**src/hdl/pirq_pkg.sv**
```systemverilog
package pirq_pkg;
  // Register word indices; the APB byte address is four times the index
  localparam logic [11:0] PIRQ_REQ0_ADDR  = 12'h70C;
  localparam logic [11:0] PIRQ_REQ1_ADDR  = 12'h70D;
  localparam logic [11:0] PIRQ_REQ2_ADDR  = 12'h70E;
  localparam logic [11:0] PIRQ_EN0_ADDR   = 12'h716;
  localparam logic [11:0] PIRQ_EN1_ADDR   = 12'h717;
  localparam logic [11:0] PIRQ_EN2_ADDR   = 12'h718;
  localparam logic [11:0] PIRQ_CTRL_ADDR  = 12'h70B;
  localparam logic [11:0] PIRQ_PSEL_ADDR  = 12'h719;
  // Field positions
  localparam int PIRQ_B_TMR0    = 5;
  localparam int PIRQ_B_PCHG    = 4;
  localparam int PIRQ_B_EXT     = 0;
  localparam int PIRQ_B_CCP     = 7;
  localparam int PIRQ_B_TMR2    = 6;
  localparam int PIRQ_B_TMR1    = 5;
  localparam int PIRQ_B_RX      = 4;
  localparam int PIRQ_B_TX      = 3;
  localparam int PIRQ_B_BCOL    = 2;
  localparam int PIRQ_B_SSP     = 1;
  localparam int PIRQ_B_ADC     = 0;
  localparam int PIRQ_B_NVM     = 6;
  localparam int PIRQ_B_T1GATE  = 5;
  localparam int PIRQ_B_GLOBAL  = 7;
  localparam int PIRQ_B_PGATE   = 6;
  localparam int PIRQ_B_EDGE    = 0;
  // Implemented bits and reset values
  localparam logic [7:0] PIRQ_REQ0_MASK = 8'h31;
  localparam logic [7:0] PIRQ_REQ1_SW   = 8'hE7;
  localparam logic [7:0] PIRQ_REQ2_MASK = 8'hE0;
  localparam logic [7:0] PIRQ_CTRL_MASK = 8'hC1;
  localparam logic [7:0] PIRQ_RST_VAL   = 8'h00;
  localparam logic [2:0] PIRQ_SEL_RST   = 3'h0;
endpackage : pirq_pkg

```
**src/hdl/pirq_ctrl.sv**
```systemverilog
// How it works
// - Enable-register-1/2 sources need the peripheral gate bit to interrupt.
// - Enable register 2: bit7 capcmp2, bit6 nvm, bit5 timer1 gate, reset 0.
// - Enable register 1: bit1 serial port, bit0 ADC enable.
// - Flags set by events regardless of any enable.
// - Request 0 bit5 sets on timer0 overflow, cleared by software.
// - Request 0 bit4 is the OR of all port pin-change flags.
// - Request 0 bit0 sets on a valid external pin edge.
// - Request 1: bits 7,6,5,2,1,0 RW and hardware set; 4,3 read-only.
// - Capcmp flags set on capture, match or PWM trailing edge.
// - Timer2, timer1, serial and ADC flags sticky until cleared.
// - Receive flag follows non-empty receive buffer; read-only.
// - Transmit flag shows empty transmit buffer; read-only.
// - Request 1 bit2 sets on bus collision, cleared by software.
// - External pin chosen by a pin-select register.
// - No interrupt while global allow is clear; pending ones wait.
// - Enable-register-0 sources need only global allow.
// - Request 2 bit6 nvm done, bit5 timer1 gate inactive, software cleared.
`timescale 1ns/100ps
`default_nettype none
module pirq_ctrl #(
  parameter int PIN_N = 8
) (
  input  wire logic             ref_clk,
  input  wire logic             rst_n,
  input  wire logic             psel,
  input  wire logic             penable,
  input  wire logic             pwrite,
  input  wire logic [31:0]      paddr,
  input  wire logic [31:0]      pwdata,
  output logic      [31:0]      prdata,
  output logic                  pready,
  output logic                  pslverr,
  input  wire logic             timer0_ovf,
  input  wire logic [23:0]      port_pin_change_flags,
  input  wire logic [PIN_N-1:0] ext_pins,
  input  wire logic             capcmp1_event,
  input  wire logic             capcmp2_event,
  input  wire logic             timer2_event,
  input  wire logic             timer1_event,
  input  wire logic             rx_buffer_nonempty,
  input  wire logic             tx_buffer_empty,
  input  wire logic             bus_collision,
  input  wire logic             serial_event,
  input  wire logic             adc_event,
  input  wire logic             nvm_event,
  input  wire logic             timer1_gate_inactive,
  output logic                  core_irq
);
  import pirq_pkg::*;

  logic [7:0]  req0_q, req1_q, req2_q, en0_q, en1_q, en2_q, ctrl_q;
  logic [2:0]  ext_irq_pin_select_q;
  logic [PIN_N-1:0] pin_s1_q, pin_s2_q;
  logic        pin_prev_q;
  logic        pin_now;
  logic        ext_edge;
  logic        wr_acc, rd_acc;
  logic [11:0] addr;
  logic [7:0]  wbyte, rbyte;
  logic [7:0]  req1_view;
  logic        irq_d;
  logic        hit0, hit12;

  ////////////////////////////////////////////////////////////////////////
  // APB slave: zero wait state, unmapped reads zero and error
  // Word addressed: byte address is four times the register index
  assign addr   = paddr[13:2];
  assign wbyte  = pwdata[7:0];
  assign wr_acc = psel && penable && pwrite;
  assign rd_acc = psel && penable && !pwrite;

  always_comb begin
    // Read-only bits show live buffer state
    req1_view = req1_q;
    req1_view[PIRQ_B_RX] = rx_buffer_nonempty;
    req1_view[PIRQ_B_TX] = tx_buffer_empty;
    unique case (addr)
      PIRQ_REQ0_ADDR: rbyte = req0_q;
      PIRQ_REQ1_ADDR: rbyte = req1_view;
      PIRQ_REQ2_ADDR: rbyte = req2_q;
      PIRQ_EN0_ADDR:  rbyte = en0_q;
      PIRQ_EN1_ADDR:  rbyte = en1_q;
      PIRQ_EN2_ADDR:  rbyte = en2_q;
      PIRQ_CTRL_ADDR: rbyte = ctrl_q;
      PIRQ_PSEL_ADDR: rbyte = {5'h00, ext_irq_pin_select_q};
      default:        rbyte = 8'h00;
    endcase
  end

  function automatic logic mapped(input logic [11:0] a);
    mapped = (a == PIRQ_REQ0_ADDR) || (a == PIRQ_REQ1_ADDR) || (a == PIRQ_REQ2_ADDR)
          || (a == PIRQ_EN0_ADDR) || (a == PIRQ_EN1_ADDR) || (a == PIRQ_EN2_ADDR)
          || (a == PIRQ_CTRL_ADDR) || (a == PIRQ_PSEL_ADDR);
  endfunction : mapped

  always_ff @(posedge ref_clk) begin
    if (!rst_n) begin
      prdata  <= 32'h0000_0000;
      pready  <= 1'b0;
      pslverr <= 1'b0;
    end else begin
      // Ready is registered so an access ends one edge after penable rises
      pready  <= psel && !penable;
      pslverr <= psel && !penable
              && (!mapped(addr) || paddr[31:14] != 18'h0_0000 || paddr[1:0] != 2'b00);
      prdata  <= (psel && !penable && !pwrite) ? {24'h000000, rbyte} : prdata;
    end
  end

  logic do_wr;
  assign do_wr = wr_acc && pready && !pslverr;

  ////////////////////////////////////////////////////////////////////////
  // Enable, control and pin-select registers
  always_ff @(posedge ref_clk) begin
    if (!rst_n) begin
      en0_q  <= PIRQ_RST_VAL;
      en1_q  <= PIRQ_RST_VAL;
      en2_q  <= PIRQ_RST_VAL;
      ctrl_q <= PIRQ_RST_VAL;
      ext_irq_pin_select_q <= PIRQ_SEL_RST;
    end else if (do_wr) begin
      if (addr == PIRQ_EN0_ADDR) en0_q <= wbyte & PIRQ_REQ0_MASK;
      // Full byte of enable register 1 writable
      if (addr == PIRQ_EN1_ADDR) en1_q <= wbyte;
      // Only the top three bits exist
      if (addr == PIRQ_EN2_ADDR) en2_q <= wbyte & PIRQ_REQ2_MASK;
      if (addr == PIRQ_CTRL_ADDR) ctrl_q <= wbyte & PIRQ_CTRL_MASK;
      if (addr == PIRQ_PSEL_ADDR) ext_irq_pin_select_q <= wbyte[2:0];
    end
  end

  ////////////////////////////////////////////////////////////////////////
  // External pin: synchronise all, then select
  always_ff @(posedge ref_clk) begin
    if (!rst_n) begin
      pin_s1_q   <= '0;
      pin_s2_q   <= '0;
      pin_prev_q <= 1'b0;
    end else begin
      pin_s1_q   <= ext_pins;
      pin_s2_q   <= pin_s1_q;
      pin_prev_q <= pin_now;
    end
  end

  // Source pin picked by the select register
  assign pin_now  = pin_s2_q[ext_irq_pin_select_q[$clog2(PIN_N)-1:0]];
  // Selector change can fake an edge; software should clear the flag after
  assign ext_edge = ctrl_q[PIRQ_B_EDGE] ? (pin_now && !pin_prev_q)
                                        : (!pin_now && pin_prev_q);

  ////////////////////////////////////////////////////////////////////////
  // Request flags: hardware set wins over a software clear
  always_ff @(posedge ref_clk) begin
    if (!rst_n) begin
      req0_q <= PIRQ_RST_VAL;
    end else begin
      if (do_wr && addr == PIRQ_REQ0_ADDR) begin
        req0_q[PIRQ_B_TMR0] <= wbyte[PIRQ_B_TMR0];
        req0_q[PIRQ_B_EXT]  <= wbyte[PIRQ_B_EXT];
      end
      // Timer0 overflow sets regardless of enables
      if (timer0_ovf) req0_q[PIRQ_B_TMR0] <= 1'b1;
      // Valid edge on the chosen pin
      if (ext_edge) req0_q[PIRQ_B_EXT] <= 1'b1;
      // Summary follows lower-level flags, not writable
      req0_q[PIRQ_B_PCHG] <= |port_pin_change_flags;
    end
  end

  logic [7:0] req1_set;
  // Event sources of request register 1
  assign req1_set = {capcmp1_event, timer2_event, timer1_event, 2'b00,
                     bus_collision, serial_event, adc_event};

  always_ff @(posedge ref_clk) begin
    if (!rst_n) begin
      req1_q <= PIRQ_RST_VAL;
    end else begin
      // Writable bits only; set has priority
      if (do_wr && addr == PIRQ_REQ1_ADDR)
        req1_q <= (wbyte & PIRQ_REQ1_SW) | (req1_set & PIRQ_REQ1_SW);
      else
        req1_q <= req1_q | (req1_set & PIRQ_REQ1_SW);
    end
  end

  logic [7:0] req2_set;
  // Capcmp2, nvm done, timer1 gate inactive
  assign req2_set = {capcmp2_event, nvm_event, timer1_gate_inactive, 5'h00};

  always_ff @(posedge ref_clk) begin
    if (!rst_n) begin
      req2_q <= PIRQ_RST_VAL;
    end else if (do_wr && addr == PIRQ_REQ2_ADDR) begin
      req2_q <= (wbyte & PIRQ_REQ2_MASK) | req2_set;
    end else begin
      req2_q <= req2_q | req2_set;
    end
  end

  ////////////////////////////////////////////////////////////////////////
  // Core request
  // Live buffer states enter via req1_view
  assign hit0  = |(req0_q & en0_q);
  assign hit12 = |(req1_view & en1_q) || |(req2_q & en2_q);
  assign irq_d = ctrl_q[PIRQ_B_GLOBAL] && (hit0 || (ctrl_q[PIRQ_B_PGATE] && hit12));

  always_ff @(posedge ref_clk) begin
    if (!rst_n) core_irq <= 1'b0;
    else        core_irq <= irq_d;
  end

  ////////////////////////////////////////////////////////////////////////
  // Checks
  logic wr_req0, wr_req1, wr_req2;
  assign wr_req0 = do_wr && (addr == PIRQ_REQ0_ADDR);
  assign wr_req1 = do_wr && (addr == PIRQ_REQ1_ADDR);
  assign wr_req2 = do_wr && (addr == PIRQ_REQ2_ADDR);
endmodule : pirq_ctrl
`default_nettype wire

```
**config.mk**
```make
export PLATFORM = sky130hd
export DESIGN_NAME = pirq_ctrl
export DESIGN_NICKNAME = d
export VERILOG_FILES = /design/src/hdl/pirq_pkg.sv /design/src/hdl/pirq_ctrl.sv
export SDC_FILE = /design/constraint.sdc
export NUM_CORES = 1
export LEC_CHECK = 0
export BUFFER_PORTS_ARGS = -buffer_cell sky130_fd_sc_hd__buf_4
export CAP_MARGIN = 30
export CORE_ASPECT_RATIO = 0.75
export CORE_MARGIN = 4
export CORE_UTILIZATION = 49
export DETAILED_ROUTE_END_ITERATION = 10
export GPL_TIMING_DRIVEN = 0
export PLACE_DENSITY = 0.85
export SLEW_MARGIN = 20
export SYNTH_ARGS = -nofsm -noshare
export SYNTH_HDL_FRONTEND = slang
export SYNTH_SLANG_ARGS = --single-unit
```
**constraint.sdc**
```tcl
create_clock -name ref_clk -period 3.4 [get_ports ref_clk]
set_input_delay 0.17 -clock ref_clk [delete_from_list [all_inputs] [get_ports ref_clk]]
set_output_delay 0.17 -clock ref_clk [all_outputs]
set_load 0.01 [all_outputs]
```
==> results of run 1 <==
stage by stage:
stage / power [W] / utilization (%)
after CTS: 0.00152 / 69.5
final: 0.00151 / 69.5
after floorplan: 0.000833 / -
after detailed placement: 0.000939 / 66.3
after global routing: 0.00159 / 69.5
after global placement: 0.000935 / 66.3
worst min-delay path by stage:
stage | end | start | slack [ns]
2_1_floorplan | req1_q[7] | capcmp1_event | 0.29
3_3_place_gp | pin_s1_q[7] | ext_pins[7] | 0.38
3_5_place_dp | pin_s1_q[4] | ext_pins[4] | 0.38
4_1_cts | pin_s1_q[4] | ext_pins[4] | 0.01
5_1_grt | pin_s1_q[2] | ext_pins[2] | 0.006
6_report | pin_s1_q[4] | ext_pins[4] | 0.02
per-layer routing:
metal | vias to the layer above | track usage [%] | part of all wire, %
li1 | 1339 | - | -
met1 | 1220 | 26.3 | 43
met2 | 130 | 34.5 | 46
met3 | 11 | 9.17 | 10
met4 | 0 | 8.60 | 1.1
met5 | - | 0 | 0
power by group through the flow:
stage               Combinational (W)  Clock, W  Sequential [W]
finish                       0.000192  0.000583        0.000733
global route                 0.000212  0.000641        0.000734
CTS                          0.000191  0.000597        0.000733
detailed placement           0.000190         0        0.000749
global placement             0.000187         0        0.000748
floorplan                   0.0000878         0        0.000745
cell usage after synthesis (all sizes together) (2+ instances only):
library cell and n:
mux2i 31, a221oi 5, and2 17, o2bb2ai 2, a222oi 2, buf 32, and3 4, mux2 6
nand3 5, nor3b 3, a21oi 14, and3b 2, o21ai 8, nor2 10, o21a 3, nand2 16
nand3b 5, nand4 2, a22o 6, a22oi 4, or3b 3, dfxtp 60, nor2b 18, clkbuf 7
nor4 13, nor3 3, inv 13, and4b 2
cell families after synthesis:
family	share of synthesized area [%]
AOI/OAI and AO/OA	12.2
other	0.128
buffers and inverters	10.1
DFF	40.9
xor gates and xnor gates	0.298
muxes	12.9
and+or+nand+nor	23.6
cell type report:
cell class / count / area, um^2 / area share, %
sequential: 60 / 1200 / 29.7
clock inverter: 7 / 58.8 / 1.45
inverter: 13 / 48.8 / 1.21
clock buffer: 9 / 124 / 3.06
buffer: 39 / 248 / 6.12
multi-input combinational: 224 / 1530 / 37.7
tap: 78 / 97.6 / 2.41
timing repair buffer: 99 / 743 / 18.4
flip-flops by register name, summed over array words and instances, names as in the netlist, 6 cells and up:
register	cells
en1_q	8
pin_s1_q	8
pin_s2_q	8
prdata	8
req1_q	6
==> results.md, run 1 <==
- Run status: complete, no violations
- CP startpoint kind: register
- Critical path type: reg2reg
- Post-CTS Setup Inserts: 0
- Core Area: 5830 um^2
- Fill cells: 472
- Top cells by area, synth: dfxtp_1, mux2i_1, buf_4, nor2b_1, and2_1
- Resize count post-CTS: 0
- Via density per instance: 5.10
- Number of synthesized register bits: 60
- Switching Share: 26.4%
- Final Non-Filler Cells: 529
- First-pass GRT wire length: 12.4 mm
- Fraction of registers with async set/reset: 0%
- GR Util All Layers: 21.6%
- Leakage: 1.80 nW
- Area grow syn2layout: 37.8%
- Slew Viols, Final: 0
- Cell-internal power: 0.00111 W
- Drt initial violations: 171
- Reg power frac: 48.6%
- WP buf/inv: 0
- Number of synthesized flops with an enable pin: 0
- Setup WS pre-CTS: 1.37 ns
- Clk root buf: clkbuf_8
- Commonest cells after routing, fill and taps aside: buf_4, dfxtp_1, mux2i_1, conb_1, nor2b_1
- ANT nets after route: 0
- Critical path endpoint category: register
- Antenna Cells: 0
- # rows: 24
- Largest net degree at the start of global routing: 14
- Initial antenna violation count: 0
- Worst path required time: 3.62 ns
- Critical-path cell list: nor2b_1 > nand4_1 > nor3b_1 > mux2i_1 > nor2_1
- Tcrit/Tclk final: 60.8%
- IO Count: 148
- Die ar.: 7310 um^2
- CTS buffer count: 9
- Final RePlAce weighted congestion: 0.932
- Ys flop type: dfxtp_1
- Slowest-stage cell, CP: nor3b_1
- Post-DP Area: 3860 um^2
- Switching pwr: 0.000399 W
- Critical Path Stages: 5
- Worst r2r src: pready
- RSZ-0062 raised after global routing: false
- Vias in the first global route: 2586
- Worst R2R Path Depth: 5
- CP Launch Point: pready
- Fin area: 4050 um^2
- Power Density: 373 nW/um^2
- Buffers on Ports: 99
- DR pass1 iterations: 5
- Setup slack after layout: 1.33 ns
- Hold buffers post-CTS: 0
- Setup crit end: ext_irq_pin_select_q[0]
- Arr. time, crit path: 2.29 ns
- Post-DR wirelength/cell: 14.6 um
- CP top delay family: simple AND/OR/NAND/NOR gates
- Max Clk Rate: 0.484 GHz
- Synth top area share: 40.9%
- CTS Buffer Depth: 2
- Grt ovf: 0
- Peak supply drop: 0.274 mV
- Max-cap check violation count: 0
- Setup violators final: 0
- # clock sinks: 60
- Routed vias: 2700
- Initial Utilization: 50.4%
- Final hold slack: 0.0242 ns
- Worst-Margin Slew: 0.706 ns
- Ys Warns: 0
- CP Max Fanout: 8
- CTS tree: done
- Die W: 97.4 um
- Minimum clock period: 2.07 ns
- Nets: 559
- Worst stage delay on the critical path: 0.75 ns
- Clock transition at path regs: 0.07 ns
- Relative slew slack: 52.9%
- Mapped cell area: 2940 um^2
- Syn avg cell area: 9.39 um^2
- Comb pwr share: 12.7%
- H-tree depth: 3
- TNS Setup: 0 ns
- Fin Clk Skew: 0.00914 ns
- Post-route DRC: 0
- Worst flop-to-flop path endpoint: ext_irq_pin_select_q[0]
- Hold path depth: 2
- Commonest non-fill, non-tap cell in the layout: buf_4
- Placed Cells: 513
- Clock share of power: 38.7%
- HP Class: in2reg
- Top cell type by total area after synthesis: dfxtp_1
- Post-DP HPWL: 6.14 mm
- Post-Synthesis Cells: 313
- Final Hold Viols: 0
- Sequential area share after synthesis: 40.9%
- Clk Latency, worst-skew pair: 0.35 ns
- Routed Wire Length: 7.73 mm
- Minimum setup slack among reg-to-reg paths: 1.33 ns
- Layout cell share with drive strength beyond 1: 35.0%
- Die Height: 75.1 um
- Distinct cell type count after synthesis: 50
No activity file was read; power rests on OpenSTA's default activity.
==> inputs of run 2 (changes only) <==
- CORE_UTILIZATION: 49 -> 46
- PLACE_DENSITY: 0.85 -> 0.81
- clock period: 3.4 -> 2 ns (I/O delays scaled with it)
==> run 2 against run 1 <==
Against the previous run: register-to-register slack worse by 1.1 ns; count of clock-buffer cells in the layout stayed put; non-clock buffer count is 16 higher; critical path depth stayed put; cell count is 3.0% higher; sequential power is 71% higher; largest power group unchanged.
==> results.md, run 2 (synthesized netlist as in run 1, its figures left out) <==
- First-pass GRT wire length: 12.4 mm
- IO Count: 148
- CTS Buffer Depth: 2
- CTS tree: done
- CP startpoint kind: register
- CP Max Fanout: 7
- Hold path depth: 3
- Antenna Cells: 0
- Max-cap check violation count: 0
- Die W: 100 um
- Final RePlAce weighted congestion: 0.907
- Clock share of power: 37.1%
- Setup WS pre-CTS: -0.0152 ns
- Clk Latency, worst-skew pair: 0.34 ns
- Setup violators final: 0
- Peak supply drop: 0.456 mV
- Drt initial violations: 274
- Worst r2r src: ext_irq_pin_select_q[1]
- Largest net degree at the start of global routing: 13
- Leakage: 1.88 nW
- Critical path type: reg2reg
- CP top delay family: simple AND/OR/NAND/NOR gates
- Final Hold Viols: 0
- Power Density: 602 nW/um^2
- Die Height: 77.2 um
- Post-DP HPWL: 6.12 mm
- Initial antenna violation count: 0
- Critical-path cell list: mux2_2 > nor3b_1 > nor4_1 > or3b_1 > a31oi_1
- GR Util All Layers: 20.5%
- Grt ovf: 0
- Tcrit/Tclk final: 88.7%
- Worst stage delay on the critical path: 0.51 ns
- Layout cell share with drive strength beyond 1: 34.7%
- Routed Wire Length: 7.97 mm
- Arr. time, crit path: 2.05 ns
- Minimum clock period: 1.77 ns
- Max Clk Rate: 0.563 GHz
- Fin area: 4220 um^2
- Commonest cells after routing, fill and taps aside: buf_4, dfxtp_1, mux2i_1, conb_1, nor2b_1
- Fin Clk Skew: 0.00469 ns
- RSZ-0062 raised after global routing: false
- Post-DP Area: 3860 um^2
- Worst-Margin Slew: 0.553 ns
- CTS buffer count: 9
- Comb pwr share: 13.8%
- DR pass1 iterations: 4
- Switching Share: 25.4%
- WP buf/inv: 0
- Worst flop-to-flop path endpoint: req0_q[0]
- H-tree depth: 3
- Area grow syn2layout: 43.6%
- HP Class: in2reg
- Hold Crit Start: bus_collision
- Final core utilization: 70.2%
- Relative slew slack: 62.8%
- Post-route DRC: 0
- Fill cells: 475
- Initial Utilization: 48.9%
- Setup slack after layout: 0.225 ns
- Run status: complete, no violations
- # clock sinks: 60
- Minimum setup slack among reg-to-reg paths: 0.23 ns
- Worst path required time: 2.27 ns
- Die ar.: 7740 um^2
- # rows: 24
- Clock transition at path regs: 0.07 ns
- Routed vias: 2711
- Worst R2R Path Depth: 5
- Commonest non-fill, non-tap cell in the layout: buf_4
- Clk root buf: clkbuf_8
- Core Area: 6010 um^2
- Nets: 575
- Reg power frac: 49.1%
- Slew Viols, Final: 0
- Post-DR wirelength/cell: 14.6 um
- Via density per instance: 4.97
- Critical Path Stages: 5
- Critical path endpoint category: register
- ANT nets after route: 0
- TNS Setup: 0 ns
- Buffers on Ports: 99
- Slowest-stage cell, CP: dfxtp_1
- Cell-internal power: 0.00189 W
- Switching pwr: 0.000646 W
- Worst Hold Path EP: req1_q[2]
- Vias in the first global route: 2588
## run 2: power groups by stage
| stage | Sequential (W) | Clock, W | Combinational (W) |
|---|---|---|---|
| after floorplan | 0.00127 | 0 | 0.000149 |
| after detailed placement | 0.00127 | 0 | 0.000324 |
| final | 0.00125 | 0.000944 | 0.000350 |
| after global placement | 0.00127 | 0 | 0.000319 |
| after global routing | 0.00125 | 0.00102 | 0.000383 |
| after CTS | 0.00125 | 0.000972 | 0.000346 |
## run 2: per-stage QoR
stage | power (W) | cells | hold WS [ns]
after floorplan | 0.00142 | 336 | 0.224
after global placement | 0.00159 | 513 | 0.308
after detailed placement | 0.00160 | 513 | 0.311
after CTS | 0.00256 | 544 | 0.000889
after global routing | 0.00266 | 545 | 0.00963
final | 0.00254 | 545 | 0.0102
## run 2: worst max-delay path by stage
| stage | from | end | slack [ns] |
|---|---|---|---|
| 5_1_grt | ext_irq_pin_select_q[1] | req0_q[0] | 0.08 |
| 2_1_floorplan | pready | req1_q[7] | 0.28 |
| 4_1_cts | pready | req1_q[7] | 0.009 |
| 6_report | ext_irq_pin_select_q[1] | req0_q[0] | 0.23 |
| 3_3_place_gp | pready | req1_q[7] | 0.04 |
| 3_5_place_dp | pready | en1_q[2] | -0.02 |
## run 2: repair_timing
item,4_1_cts,5_1_grt
setup endpoints to repair,12,14
pin swaps,2,1
setup buffers,1,2
hold buffers,14,0
endpoints found under the hold margin,14,0
gates resized for setup,1,0
## run 2: tightest hold or removal path: stages
cell     delay (ns)
buf_4          0.08
inv_1          0.03
a21oi_1        0.10
## run 2: area by class of cell
class | count | area, um^2 | area share [%]
Multi-Input combinational cell | 224 | 1530 | 36.3
Sequential cell | 60 | 1200 | 28.5
Timing Repair Buffer | 116 | 918 | 21.8
Buffer | 38 | 244 | 5.78
Clock buffer | 9 | 124 | 2.94
Tap cell | 78 | 97.6 | 2.31
Clock inverter | 7 | 52.6 | 1.25
Inverter | 13 | 48.8 | 1.16
## run 2: per-layer routing
metal  GRT usage (%)  up-vias  routed length (um)
li1                -     1371                   -
met1            26.6     1202                3420
met2            31.9      124                3520
met3            7.43       14                 931
met4            5.65        0                  92
met5               0        -                   0
